==> config.mk <==
export PLATFORM = sky130hd
export DESIGN_NAME = wut_wakeup_timer
export DESIGN_NICKNAME = d
export VERILOG_FILES = /design/src/wut_pkg.sv /design/src/wut_wakeup_timer.sv
export SDC_FILE = /design/constraint.sdc
export NUM_CORES = 1
export LEC_CHECK = 0
export BUFFER_PORTS_ARGS = -buffer_cell sky130_fd_sc_hd__buf_2
export CORE_AREA = 2 2 112 114
export CTS_CLUSTER_DIAMETER = 40
export CTS_CLUSTER_SIZE = 14
export DETAILED_ROUTE_END_ITERATION = 8
export DIE_AREA = 0 0 114 116
export PLACE_DENSITY = 0.56
export SYNTH_ARGS = -nofsm -noshare
export SYNTH_HDL_FRONTEND = slang
export SYNTH_SLANG_ARGS = --single-unit
==> constraint.sdc <==
create_clock -name clk_i -period 2.7 [get_ports clk_i]
set_clock_uncertainty 0.2 [all_clocks]
set_input_delay 0.27 -clock clk_i [delete_from_list [all_inputs] [get_ports clk_i]]
set_output_delay 0.27 -clock clk_i [all_outputs]
set_load 0.03 [all_outputs]
==> src/wut_pkg.sv <==
package wut_pkg;

    // ---------------------------------------------------------------
    // Register indices (byte address is four times the index)
    // ---------------------------------------------------------------
    localparam logic [5:0] IDX_CONTROL     = 6'h23;
    localparam logic [5:0] IDX_RELOAD_HIGH = 6'h24;
    localparam logic [5:0] IDX_RELOAD_LOW  = 6'h25;
    localparam logic [5:0] IDX_COUNT_HIGH  = 6'h26;
    localparam logic [5:0] IDX_COUNT_LOW   = 6'h27;
    localparam logic [5:0] IDX_AUX_CONTROL = 6'h30;
    localparam logic [5:0] IDX_STATUS      = 6'h31;

    // ---------------------------------------------------------------
    // Field positions
    // ---------------------------------------------------------------
    localparam int CTRL_RUNNING_BIT   = 7;
    localparam int CTRL_STROBE_BIT    = 6;
    localparam int CTRL_TRIM_BIT      = 5;
    localparam int CTRL_CARD_BIT      = 4;
    localparam int CTRL_RELOAD_BIT    = 3;
    localparam int CTRL_WAKE_BIT      = 2;
    localparam int CTRL_CLKSEL_LSB    = 0;
    localparam int AUX_PD_EN_BIT      = 0;
    localparam int AUX_STAY_EN_BIT    = 1;
    localparam int STATUS_FLAG_BIT    = 0;

    // ---------------------------------------------------------------
    // Values after reset
    // ---------------------------------------------------------------
    localparam logic [7:0]  CONTROL_RESET = 8'h00;
    localparam logic [15:0] RELOAD_RESET  = 16'h0000;
    localparam logic [15:0] COUNT_RESET   = 16'h0000;
    localparam logic [1:0]  AUX_RESET     = 2'h0;

    // ---------------------------------------------------------------
    // Clock select codes and prescaler terminal counts
    // ---------------------------------------------------------------
    localparam logic [1:0] CLKSEL_DIV1  = 2'h0;
    localparam logic [1:0] CLKSEL_DIV8  = 2'h1;
    localparam logic [1:0] CLKSEL_DIV16 = 2'h2;
    localparam logic [1:0] CLKSEL_DIV32 = 2'h3;
    localparam logic [4:0] DIV8_LAST    = 5'h07;
    localparam logic [4:0] DIV16_LAST   = 5'h0F;
    localparam logic [4:0] DIV32_LAST   = 5'h1F;

    typedef enum logic [2:0] {
        WUT_CD_IDLE = 3'h1,
        WUT_CD_RF   = 3'h2,
        WUT_CD_MEAS = 3'h4
    } wut_cd_state_t;

    typedef struct packed {
        logic [2:0]    lfo_sync;
        logic          lfo_lvl;
        logic [4:0]    pre;
        logic          running;
        logic [15:0]   cnt;
        logic [15:0]   reload;
        logic          auto_trim;
        logic          auto_card;
        logic          auto_reload;
        logic          auto_wake;
        logic [1:0]    clksel;
        logic          pd_en;
        logic          stay_en;
        logic          flag;
        wut_cd_state_t cd;
        logic          ack;
        logic [7:0]    rdata;
        logic          wake;
        logic          trim_start;
        logic          rf_start;
        logic          card_start;
        logic          card_irq;
        logic          stay;
        logic          pd_req;
    } wut_state_t;

endpackage

==> src/wut_wakeup_timer.sv <==
`timescale 1ns/1ns
// Contract
// - Control bit 7 reads whether the counter is running, updated by hardware.
// - Control write changes running only when the same write sets bit 6.
// - Auto-trim bit 5 launches oscillator trimming on each underflow.
// - Auto card-detect bit 4 starts card detection on underflow; found card raises request.
// - No card found enters power-down when power-down entry is enabled.
// - Counter restarts after card-detect underflow with no idle gap.
// - Rf window timer defines how long the field is on during detection.
// - Auto-reload bit 3 reloads counter from reload value at underflow.
// - Without auto-reload or auto card-detect the counter reaches zero then stops, clearing running.
// - Every underflow sets the wake-up underflow flag.
// - Auto-wake bit 2 wakes the chip on underflow.
// - Clock select 00 undivided, 01 by 8, 10 by 16, 11 by 32.
// - Start loads counter from reload; reload writes wait for next start, or next underflow with auto-reload or auto card-detect.
// - Reload value held as high byte 24h and low byte 25h, read/write.
// - Live counter readable as high byte 26h and low byte 27h.
// - Control at 23h: running, strobe, trim, card, reload, wake, clock select.
module wut_wakeup_timer #(
    parameter int ADDR_W = 8
) (
    input  wire logic              clk_i,
    input  wire logic              rst_i,
    input  wire logic              wb_cyc_i,
    input  wire logic              wb_stb_i,
    input  wire logic              wb_we_i,
    input  wire logic [ADDR_W-1:0] wb_adr_i,
    input  wire logic [3:0]        wb_sel_i,
    input  wire logic [31:0]       wb_dat_i,
    output logic      [31:0]       wb_dat_o,
    output logic                   wb_ack_o,
    input  wire logic              low_freq_osc_clock_i,
    input  wire logic              rf_window_done_i,
    input  wire logic              card_detect_done_i,
    input  wire logic              card_found_i,
    output logic                   wakeup_running_o,
    output logic                   wakeup_underflow_flag_o,
    output logic                   wake_req_o,
    output logic                   osc_trim_start_o,
    output logic                   rf_window_start_o,
    output logic                   rf_field_en_o,
    output logic                   card_detect_start_o,
    output logic                   card_irq_o,
    output logic                   stay_active_o,
    output logic                   power_down_req_o
);

    if (ADDR_W < 8) begin : g_addr_check
        $error("ADDR_W must be at least 8 to reach every register");
    end

    wut_pkg::wut_state_t st_q;
    wut_pkg::wut_state_t st_d;

    logic [5:0] idx;
    logic       bus_req;
    logic       bus_wr;
    logic       ctrl_wr;
    logic       start_wr;
    logic       lfo_rise;
    logic [4:0] pre_last;
    logic       tick;
    logic       underflow;
    logic [7:0] rd_mux;

    // ---------------------------------------------------------------
    // Bus decode
    // ---------------------------------------------------------------
    assign idx      = wb_adr_i[7:2];
    assign bus_req  = wb_cyc_i & wb_stb_i;
    // A write takes effect at the edge where the master sees ack
    assign bus_wr   = bus_req & wb_we_i & wb_sel_i[0] & st_q.ack;
    assign ctrl_wr  = bus_wr & (idx == wut_pkg::IDX_CONTROL);
    assign start_wr = ctrl_wr & wb_dat_i[wut_pkg::CTRL_STROBE_BIT];

    // ---------------------------------------------------------------
    // Count clock
    // ---------------------------------------------------------------
    // Rising edge once the second and third sync stages agree high
    assign lfo_rise = st_q.lfo_sync[1] & st_q.lfo_sync[2] & ~st_q.lfo_lvl;

    always_comb begin
        case (st_q.clksel)
            wut_pkg::CLKSEL_DIV8:  pre_last = wut_pkg::DIV8_LAST;
            wut_pkg::CLKSEL_DIV16: pre_last = wut_pkg::DIV16_LAST;
            wut_pkg::CLKSEL_DIV32: pre_last = wut_pkg::DIV32_LAST;
            default:               pre_last = 5'h00;
        endcase
    end

    assign tick      = lfo_rise & (st_q.pre == pre_last);
    assign underflow = tick & st_q.running & (st_q.cnt == 16'h0000) & ~ctrl_wr;

    // ---------------------------------------------------------------
    // Read mux
    // ---------------------------------------------------------------
    always_comb begin
        rd_mux = 8'h00;
        case (idx)
            wut_pkg::IDX_CONTROL: begin
                rd_mux[wut_pkg::CTRL_RUNNING_BIT] = st_q.running;
                rd_mux[wut_pkg::CTRL_STROBE_BIT]  = 1'b0;
                rd_mux[wut_pkg::CTRL_TRIM_BIT]    = st_q.auto_trim;
                rd_mux[wut_pkg::CTRL_CARD_BIT]    = st_q.auto_card;
                rd_mux[wut_pkg::CTRL_RELOAD_BIT]  = st_q.auto_reload;
                rd_mux[wut_pkg::CTRL_WAKE_BIT]    = st_q.auto_wake;
                rd_mux[wut_pkg::CTRL_CLKSEL_LSB+:2] = st_q.clksel;
            end
            wut_pkg::IDX_RELOAD_HIGH: rd_mux = st_q.reload[15:8];
            wut_pkg::IDX_RELOAD_LOW:  rd_mux = st_q.reload[7:0];
            wut_pkg::IDX_COUNT_HIGH:  rd_mux = st_q.cnt[15:8];
            wut_pkg::IDX_COUNT_LOW:   rd_mux = st_q.cnt[7:0];
            wut_pkg::IDX_AUX_CONTROL: begin
                rd_mux[wut_pkg::AUX_PD_EN_BIT]   = st_q.pd_en;
                rd_mux[wut_pkg::AUX_STAY_EN_BIT] = st_q.stay_en;
            end
            wut_pkg::IDX_STATUS: rd_mux[wut_pkg::STATUS_FLAG_BIT] = st_q.flag;
            default: rd_mux = 8'h00;
        endcase
    end

    // ---------------------------------------------------------------
    // Next state
    // ---------------------------------------------------------------
    always_comb begin
        st_d = st_q;
        st_d.wake       = 1'b0;
        st_d.trim_start = 1'b0;
        st_d.rf_start   = 1'b0;
        st_d.card_start = 1'b0;
        st_d.card_irq   = 1'b0;
        st_d.stay       = 1'b0;
        st_d.pd_req     = 1'b0;

        // Pin synchroniser and filtered level
        st_d.lfo_sync = {st_q.lfo_sync[1:0], low_freq_osc_clock_i};
        if (st_q.lfo_sync[1] == st_q.lfo_sync[2]) begin
            st_d.lfo_lvl = st_q.lfo_sync[2];
        end

        // Bus slave: one ack per request, dropped the cycle after
        st_d.ack = bus_req & ~st_q.ack;
        if (bus_req & ~st_q.ack) begin
            st_d.rdata = rd_mux;
        end

        // Prescaler
        if (lfo_rise) begin
            st_d.pre = (st_q.pre >= pre_last) ? 5'h00 : st_q.pre + 5'h01;
        end

        // Counter
        if (tick & st_q.running & ~ctrl_wr) begin
            if (st_q.cnt != 16'h0000) begin
                st_d.cnt = st_q.cnt - 16'h0001;
            end else if (st_q.auto_reload | st_q.auto_card) begin
                st_d.cnt = st_q.reload;
            end else begin
                st_d.running = 1'b0;
            end
        end

        // Underflow side effects
        if (underflow) begin
            st_d.flag       = 1'b1;
            st_d.wake       = st_q.auto_wake;
            st_d.trim_start = st_q.auto_trim;
        end

        // Card detection sequence
        case (st_q.cd)
            wut_pkg::WUT_CD_IDLE: begin
                if (underflow & st_q.auto_card) begin
                    st_d.rf_start   = 1'b1;
                    st_d.card_start = 1'b1;
                    st_d.cd         = wut_pkg::WUT_CD_RF;
                end
            end
            wut_pkg::WUT_CD_RF: begin
                if (rf_window_done_i) begin
                    st_d.cd = wut_pkg::WUT_CD_MEAS;
                end
            end
            wut_pkg::WUT_CD_MEAS: begin
                if (card_detect_done_i) begin
                    st_d.cd = wut_pkg::WUT_CD_IDLE;
                    if (card_found_i) begin
                        st_d.card_irq = 1'b1;
                        st_d.stay     = st_q.stay_en;
                    end else begin
                        st_d.pd_req = st_q.pd_en;
                    end
                end
            end
            default: st_d.cd = wut_pkg::WUT_CD_IDLE;
        endcase

        // Register writes
        if (ctrl_wr) begin
            st_d.auto_trim   = wb_dat_i[wut_pkg::CTRL_TRIM_BIT];
            st_d.auto_card   = wb_dat_i[wut_pkg::CTRL_CARD_BIT];
            st_d.auto_reload = wb_dat_i[wut_pkg::CTRL_RELOAD_BIT];
            st_d.auto_wake   = wb_dat_i[wut_pkg::CTRL_WAKE_BIT];
            st_d.clksel      = wb_dat_i[wut_pkg::CTRL_CLKSEL_LSB+:2];
            if (start_wr) begin
                st_d.running = wb_dat_i[wut_pkg::CTRL_RUNNING_BIT];
                st_d.pre     = 5'h00;
                if (wb_dat_i[wut_pkg::CTRL_RUNNING_BIT]) begin
                    st_d.cnt = st_q.reload;
                end
            end
        end
        if (bus_wr & (idx == wut_pkg::IDX_RELOAD_HIGH)) begin
            st_d.reload[15:8] = wb_dat_i[7:0];
        end
        if (bus_wr & (idx == wut_pkg::IDX_RELOAD_LOW)) begin
            st_d.reload[7:0] = wb_dat_i[7:0];
        end
        if (bus_wr & (idx == wut_pkg::IDX_AUX_CONTROL)) begin
            st_d.pd_en   = wb_dat_i[wut_pkg::AUX_PD_EN_BIT];
            st_d.stay_en = wb_dat_i[wut_pkg::AUX_STAY_EN_BIT];
        end
        // Write one clears the flag; a new underflow in the same cycle wins
        if (bus_wr & (idx == wut_pkg::IDX_STATUS) & wb_dat_i[wut_pkg::STATUS_FLAG_BIT] & ~underflow) begin
            st_d.flag = 1'b0;
        end
    end

    // ---------------------------------------------------------------
    // State register
    // ---------------------------------------------------------------
    always_ff @(posedge clk_i) begin
        if (rst_i) begin
            st_q             <= '0;
            st_q.cnt         <= wut_pkg::COUNT_RESET;
            st_q.reload      <= wut_pkg::RELOAD_RESET;
            st_q.auto_trim   <= wut_pkg::CONTROL_RESET[wut_pkg::CTRL_TRIM_BIT];
            st_q.auto_card   <= wut_pkg::CONTROL_RESET[wut_pkg::CTRL_CARD_BIT];
            st_q.auto_reload <= wut_pkg::CONTROL_RESET[wut_pkg::CTRL_RELOAD_BIT];
            st_q.auto_wake   <= wut_pkg::CONTROL_RESET[wut_pkg::CTRL_WAKE_BIT];
            st_q.clksel      <= wut_pkg::CONTROL_RESET[wut_pkg::CTRL_CLKSEL_LSB+:2];
            st_q.running     <= wut_pkg::CONTROL_RESET[wut_pkg::CTRL_RUNNING_BIT];
            st_q.pd_en       <= wut_pkg::AUX_RESET[wut_pkg::AUX_PD_EN_BIT];
            st_q.stay_en     <= wut_pkg::AUX_RESET[wut_pkg::AUX_STAY_EN_BIT];
            st_q.cd          <= wut_pkg::WUT_CD_IDLE;
        end else begin
            st_q <= st_d;
        end
    end

    // ---------------------------------------------------------------
    // Outputs
    // ---------------------------------------------------------------
    assign wb_dat_o                = {24'h000000, st_q.rdata};
    assign wb_ack_o                = st_q.ack;
    assign wakeup_running_o        = st_q.running;
    assign wakeup_underflow_flag_o = st_q.flag;
    assign wake_req_o              = st_q.wake;
    assign osc_trim_start_o        = st_q.trim_start;
    assign rf_window_start_o       = st_q.rf_start;
    assign rf_field_en_o           = (st_q.cd == wut_pkg::WUT_CD_RF);
    assign card_detect_start_o     = st_q.card_start;
    assign card_irq_o              = st_q.card_irq;
    assign stay_active_o           = st_q.stay;
    assign power_down_req_o        = st_q.pd_req;
endmodule

; Word level (Yosys, flattened, before mapping)
; Cells that the tools add are included.
[totals]
wordCells = 105
in_bits = 53
out_inout_bits = 43
regBits = 70
[op_classes]
addsub = 2
n_lt_le_gt_ge = 1
n_mux = 20
bitwise_logic = 30
reduce_logical = 9
eq_ne = 18
[op_table]
columns = op, count
row1 = $mux 16, 3
row2 = $mux 22, 2
row3 = $eq 6x6->1 const B, 7
row4 = $pmux 6 s5, 1
row5 = $and 1x1->1, 21
row6 = $mux 17, 1
row7 = $logic_not 16->1, 1
row8 = $reduce_bool 16->1, 1
row9 = $sub 16x1->16 const B, 1
row10 = $pmux 5 s3, 1
row11 = $mux 5, 2
row12 = $mux 3, 3
row13 = $pmux 3 s3, 1
row14 = $not 1->1, 8
row15 = $reduce_or 4->1, 2
row16 = $pmux 1 s7, 1
row17 = $ne 2x2->1 const B, 3
row18 = $pmux 1 s6, 1
row19 = $reduce_or 2->1, 3
row20 = $add 5x1->5 const B, 1
row21 = $eq 5x5->1, 1
row22 = $ge 5x5->1, 1
row23 = $eq 2x2->1 const B, 2
row24 = $mux 2, 2
row25 = other kinds (9), 10

; Logic depth before layout (Yosys ltp)
[depth]
ltp_word = 11
depth_mapped = 10
mapped_depth_nobuf = 8

; Worst setup path after synthesis
; Ideal clock, no wire load.
[synth_path]
path_kind = reg-to-reg
from = register st_q[22] (netlist name)
to = register st_q[59] (netlist name)
setup_time_ps = 120
arrival_ps = 2189
path_buffers = 1
t_required_ps = 2380
stages_incl_launch_ff = 10
path_slack_ps = 191
period_less_slack_ps = 2509
cell_sequence = dfxtp_1 > nor2_4 > inv_1 > ha_1 > nand3_2 > or4_1 > buf_6 > nor4_4 > mux2i_1 > o22ai_2
[synth_via]
elab_chain_cells = 10
elab_cells_between_ends = 12
classes_between = eq/ne (4) / mux (5) / bitwise (3)
[synth_rtl]
columns = element, line
row1 = from (decl), wut_wakeup_timer.sv:52  ; wut_pkg::wut_state_t st_q;
row2 = from (signal assigned), wut_wakeup_timer.sv:247  ; st_q <= st_d;
row3 = $eq 2x2->1 or $eq 2x1->1 (tied branches), wut_wakeup_timer.sv:83  ; case (st_q.clksel)
row4 = $pmux 5 s3 (*), wut_wakeup_timer.sv:83
row5 = $eq 5x5->1 (*), wut_wakeup_timer.sv:91  ; assign tick = lfo_rise & (st_q.pre == pre_last);
row6 = $and 1x1->1 (*), wut_wakeup_timer.sv:91
row7 = $and 1x1->1 (*) (2 in series), wut_wakeup_timer.sv:153  ; if (tick & st_q.running & ~ctrl_wr) begin
row8 = $mux 17 (*), wut_wakeup_timer.sv:153
row9 = $mux 16, wut_wakeup_timer.sv:208  ; if (wb_dat_i[wut_pkg::CTRL_RUNNING_BIT]) begin
row10 = $mux 22, wut_wakeup_timer.sv:205  ; if (start_wr) begin
row11 = $mux 22 (*), wut_wakeup_timer.sv:199  ; if (ctrl_wr) begin
; Mark *: on every way between the ends. The rest lies on a longest branch, timed or not.
; A chain may end at the register's enable or synchronous reset.

; Worst setup path in the final report
; Same ends and word-level chain as after synthesis.

==> insert_results.sql <==
INSERT INTO impl_metrics (metric_group, metric, value, unit) VALUES
('timing', 'max_slew_violation_total_from_the_final_report', '0', ''),
('power_and_ir_drop', 'leakage', '1.92', 'nW'),
('logic_synthesis', 'synthesis.yosys.warnings', '0', ''),
('final_layout', 'antennaDiodeCount', '0', ''),
('floorplanning', 'die_height', '116', 'microns'),
('logic_synthesis', 'synth_fa_ha_area_share', '2.67', '%'),
('global_routing', 'antenna_violations_before_repair', '0', ''),
('clock_tree', 'tritoncts', 'done', ''),
('final_layout', 'layout.cell_area.non_filler', '0.00476', 'sq mm'),
('final_layout', 'final_stage_net_count', '589', ''),
('logic_synthesis', 'synthesis.area', '0.00413', 'sq mm'),
('floorplanning', 'floorplan.die_area', '0.0132', 'sq mm'),
('logic_synthesis', 'synth-compound-area-share', '15.7', '%'),
('worst_setup_path', 'worstPathArrival', '2.57', 'ns'),
('power_and_ir_drop', 'switch_pwr', '545', 'uW'),
('clock_tree', 'cts-buffers-inserted', '9', ''),
('placement', 'dpl-instance-area', '0.00445', 'sq mm'),
('routing', 'wirelength', '11300', 'microns'),
('timing', 'rsz0062_at_grt', 'false', ''),
('placement', 'dpl.hpwl', '8350', 'microns'),
('timing', 'timing.fmax', '0.392', 'GHz'),
('routing', 'final_routed_wire_length_divided_by_cell_count', '16.7', 'microns'),
('logic_synthesis', 'synth.ff_latch_count', '69', ''),
('worst_hold_path', 'hp-class', 'in -> reg', ''),
('logic_synthesis', 'synth.area.mux_share', '7.22', '%'),
('logic_synthesis', 'synth_cell_type_count', '78', ''),
('worst_setup_path', 'cp_num_cells', '9', ''),
('timing', 'max_slew_margin', '49.9', '%'),
('routing', 'total_drc_errors_in_the_routed_layout', '0', ''),
('timing', 'report.final.hold_viol_count', '0', ''),
('worst_setup_path', 'critical_path_sink_type', 'flip-flop', ''),
('floorplanning', 'initial_util', '34.6', '%'),
('routing', 'viasPerCell', '5.42', ''),
('power_and_ir_drop', 'vdd_drop_max', '306', 'uV'),
('status', 'outcome', 'completed', ''),
('worst_setup_path', 'worst_setup_path_start_kind', 'flip-flop', ''),
('logic_synthesis', 'xor_xnor_share_of_the_synthesized_area', '1.24', '%'),
('final_layout', 'fin_cells', '678', ''),
('routing', 'detail_route.first_pass.iterations', '6', ''),
('final_layout', 'area.growth.synth_to_final', '15.3', '%'),
('logic_synthesis', 'yosys.cell_count.top_type', 'sky130_fd_sc_hd__dfxtp_1', ''),
('routing', 'detailroute.via_count', '3675', ''),
('routing', 'postRouteAntennaNets', '0', ''),
('worst_hold_path', 'hold_depth', '3', ''),
('power_and_ir_drop', 'comb_power_share', '7.3', '%'),
('final_layout', 'post_route_cells_drive_above_1_share', '23.5', '%'),
('final_layout', 'fillCellCount', '1221', ''),
('logic_synthesis', 'synth_enable_flop_cells', '0', ''),
('power_and_ir_drop', 'share_clk_of_total_power', '48.7', '%'),
('global_routing', 'gr-usage-all-layers', '17.5', '%'),
('global_routing', 'grt_max_degree', '31', ''),
('worst_setup_path', 'slowest_stage', 'sky130_fd_sc_hd__or4_4', ''),
('power_and_ir_drop', 'design_power_total', '2.35', 'mW'),
('logic_synthesis', 'simple_gate_area_share_of_the_yosys_netlist', '28.7', '%'),
('worst_setup_path', 'critical_path.max_fanout', '17', ''),
('worst_setup_path', 'required', '2.72', 'ns'),
('timing', 'fin_worst_hold_slack', '0.0210', 'ns'),
('placement', 'gp_congestion', '0.838', ''),
('global_routing', 'use_met3', '3.24', '%'),
('floorplanning', 'placementRows', '40', ''),
('job', 'max_cap_violations', '0', ''),
('worst_setup_path', 'largest_delay_contributor_family_on_the_critical_path', 'simple AND/OR/NAND/NOR gates', ''),
('clock_tree', 'clk_transition_reported_paths', '0.05', 'ns'),
('clock_tree', 'max-clock-path-buffers', '2', ''),
('global_routing', 'vias_in_the_first_global_route', '3389', ''),
('placement', 'io_buffer_count', '42', ''),
('clock_tree', 'clock_sinks', '69', ''),
('placement', 'placed_cells', '662', ''),
('logic_synthesis', 'synth_seq_area_share', '33.5', '%'),
('power_and_ir_drop', 'power.density_cell_area', '493', 'mW/mm^2'),
('worst_setup_path', 'path_buf_inv', '2', '');
[layout by cell type, fill, tap and decap left out, types with 9 or more instances in the layout]
master / n
sky130_fd_sc_hd__dfxtp_1: 68
sky130_fd_sc_hd__nor2_1: 51
sky130_fd_sc_hd__nand2_1: 43
sky130_fd_sc_hd__buf_2: 42
sky130_fd_sc_hd__buf_4: 31
sky130_fd_sc_hd__a21oi_1: 30
sky130_fd_sc_hd__nand3_1: 28
sky130_fd_sc_hd__conb_1: 24
sky130_fd_sc_hd__mux2i_1: 23
sky130_fd_sc_hd__nor3_1: 18
sky130_fd_sc_hd__o21ai_0: 17
sky130_fd_sc_hd__clkbuf_16: 9
[sequential cells by signal, summed over array words and instances, names as in the netlist]
name,flops
wb_dat_o,8
wakeup_underflow_flag_o,1
osc_trim_start_o,1
stay_active_o,1
card_irq_o,1
st_q,50
rf_window_start_o,1
wb_ack_o,1
wakeup_running_o,1
wake_req_o,1
power_down_req_o,1
st_d,2
[per-layer routing]
layer,vias up,routed length (microns)
li1,1773,-
met1,1747,5130
met2,134,5240
met3,21,616
met4,0,303
met5,-,0
[path summary, 6_finish.rpt]
kind | startpoint | endpoint | slack [ns]
setup / recovery | st_q[22] | st_q[59] | 0.15
hold / removal | wb_dat_i[4] | st_q[40] | 0.02
setup reg to reg | st_q[22] | st_q[59] | 0.15
hold reg to reg | st_d[68] | st_d[69] | 0.24
[cells by family (layout without fill, tap and decap cells)]
kind of cell,count (synthesis),in the layout
buf+inv,68,98
mux,27,27
xor+xnor,5,5
flops,69,69
compound gates,94,94
fa+ha+maj,9,9
simple gates,205,205
other cells,1,24
[worst reg2reg max path, stage by stage (launching register included)]
cell and delay (ns):
sky130_fd_sc_hd__dfxtp_1 0.33, sky130_fd_sc_hd__nor2_4 0.11, sky130_fd_sc_hd__inv_1 0.05, sky130_fd_sc_hd__ha_1 0.30
sky130_fd_sc_hd__nand3_2 0.12, sky130_fd_sc_hd__or4_4 0.55, sky130_fd_sc_hd__buf_12 0.17, sky130_fd_sc_hd__nor4_4 0.26
sky130_fd_sc_hd__mux2i_1 0.26, sky130_fd_sc_hd__o22ai_2 0.09
[through the flow]
stage / worst slack, ns / util [%]
2_1_floorplan: 0.191 / -
3_3_place_gp: 0.127 / 37.3
3_5_place_dp: 0.0883 / 37.3
4_1_cts: 0.0624 / 39.9
5_1_grt: 0.00587 / 39.9
6_report: 0.147 / 39.9
[power by group through the flow]
stage                     registers [mW]  logic [mW]  clock network (mW)
after floorplan                     1.05       0.150                   0
after global placement              1.05       0.167                   0
after detailed placement            1.05       0.168                   0
after CTS                           1.03       0.171                1.17
after global routing                1.03       0.182                1.22
final                               1.03       0.170                1.14
[cell type report]
class / instances / area share, %
Multi-Input combinational cell: 364 / 50.4
Clock buffer: 12 / 5.18
Clock inverter: 2 / 0.736
Sequential cell: 69 / 29.1
Timing Repair Buffer: 76 / 10.1
Inverter: 8 / 0.631
Tap cell: 147 / 3.87
[repair_timing]
item | CTS | global route
resized for setup | 0 | 3
hold endpoints to repair | 3 | 0
setup buffers | 0 | 0
hold buffers | 2 | 0
endpoints found under the setup margin | 0 | 2
No activity file was read; power rests on OpenSTA's default activity.
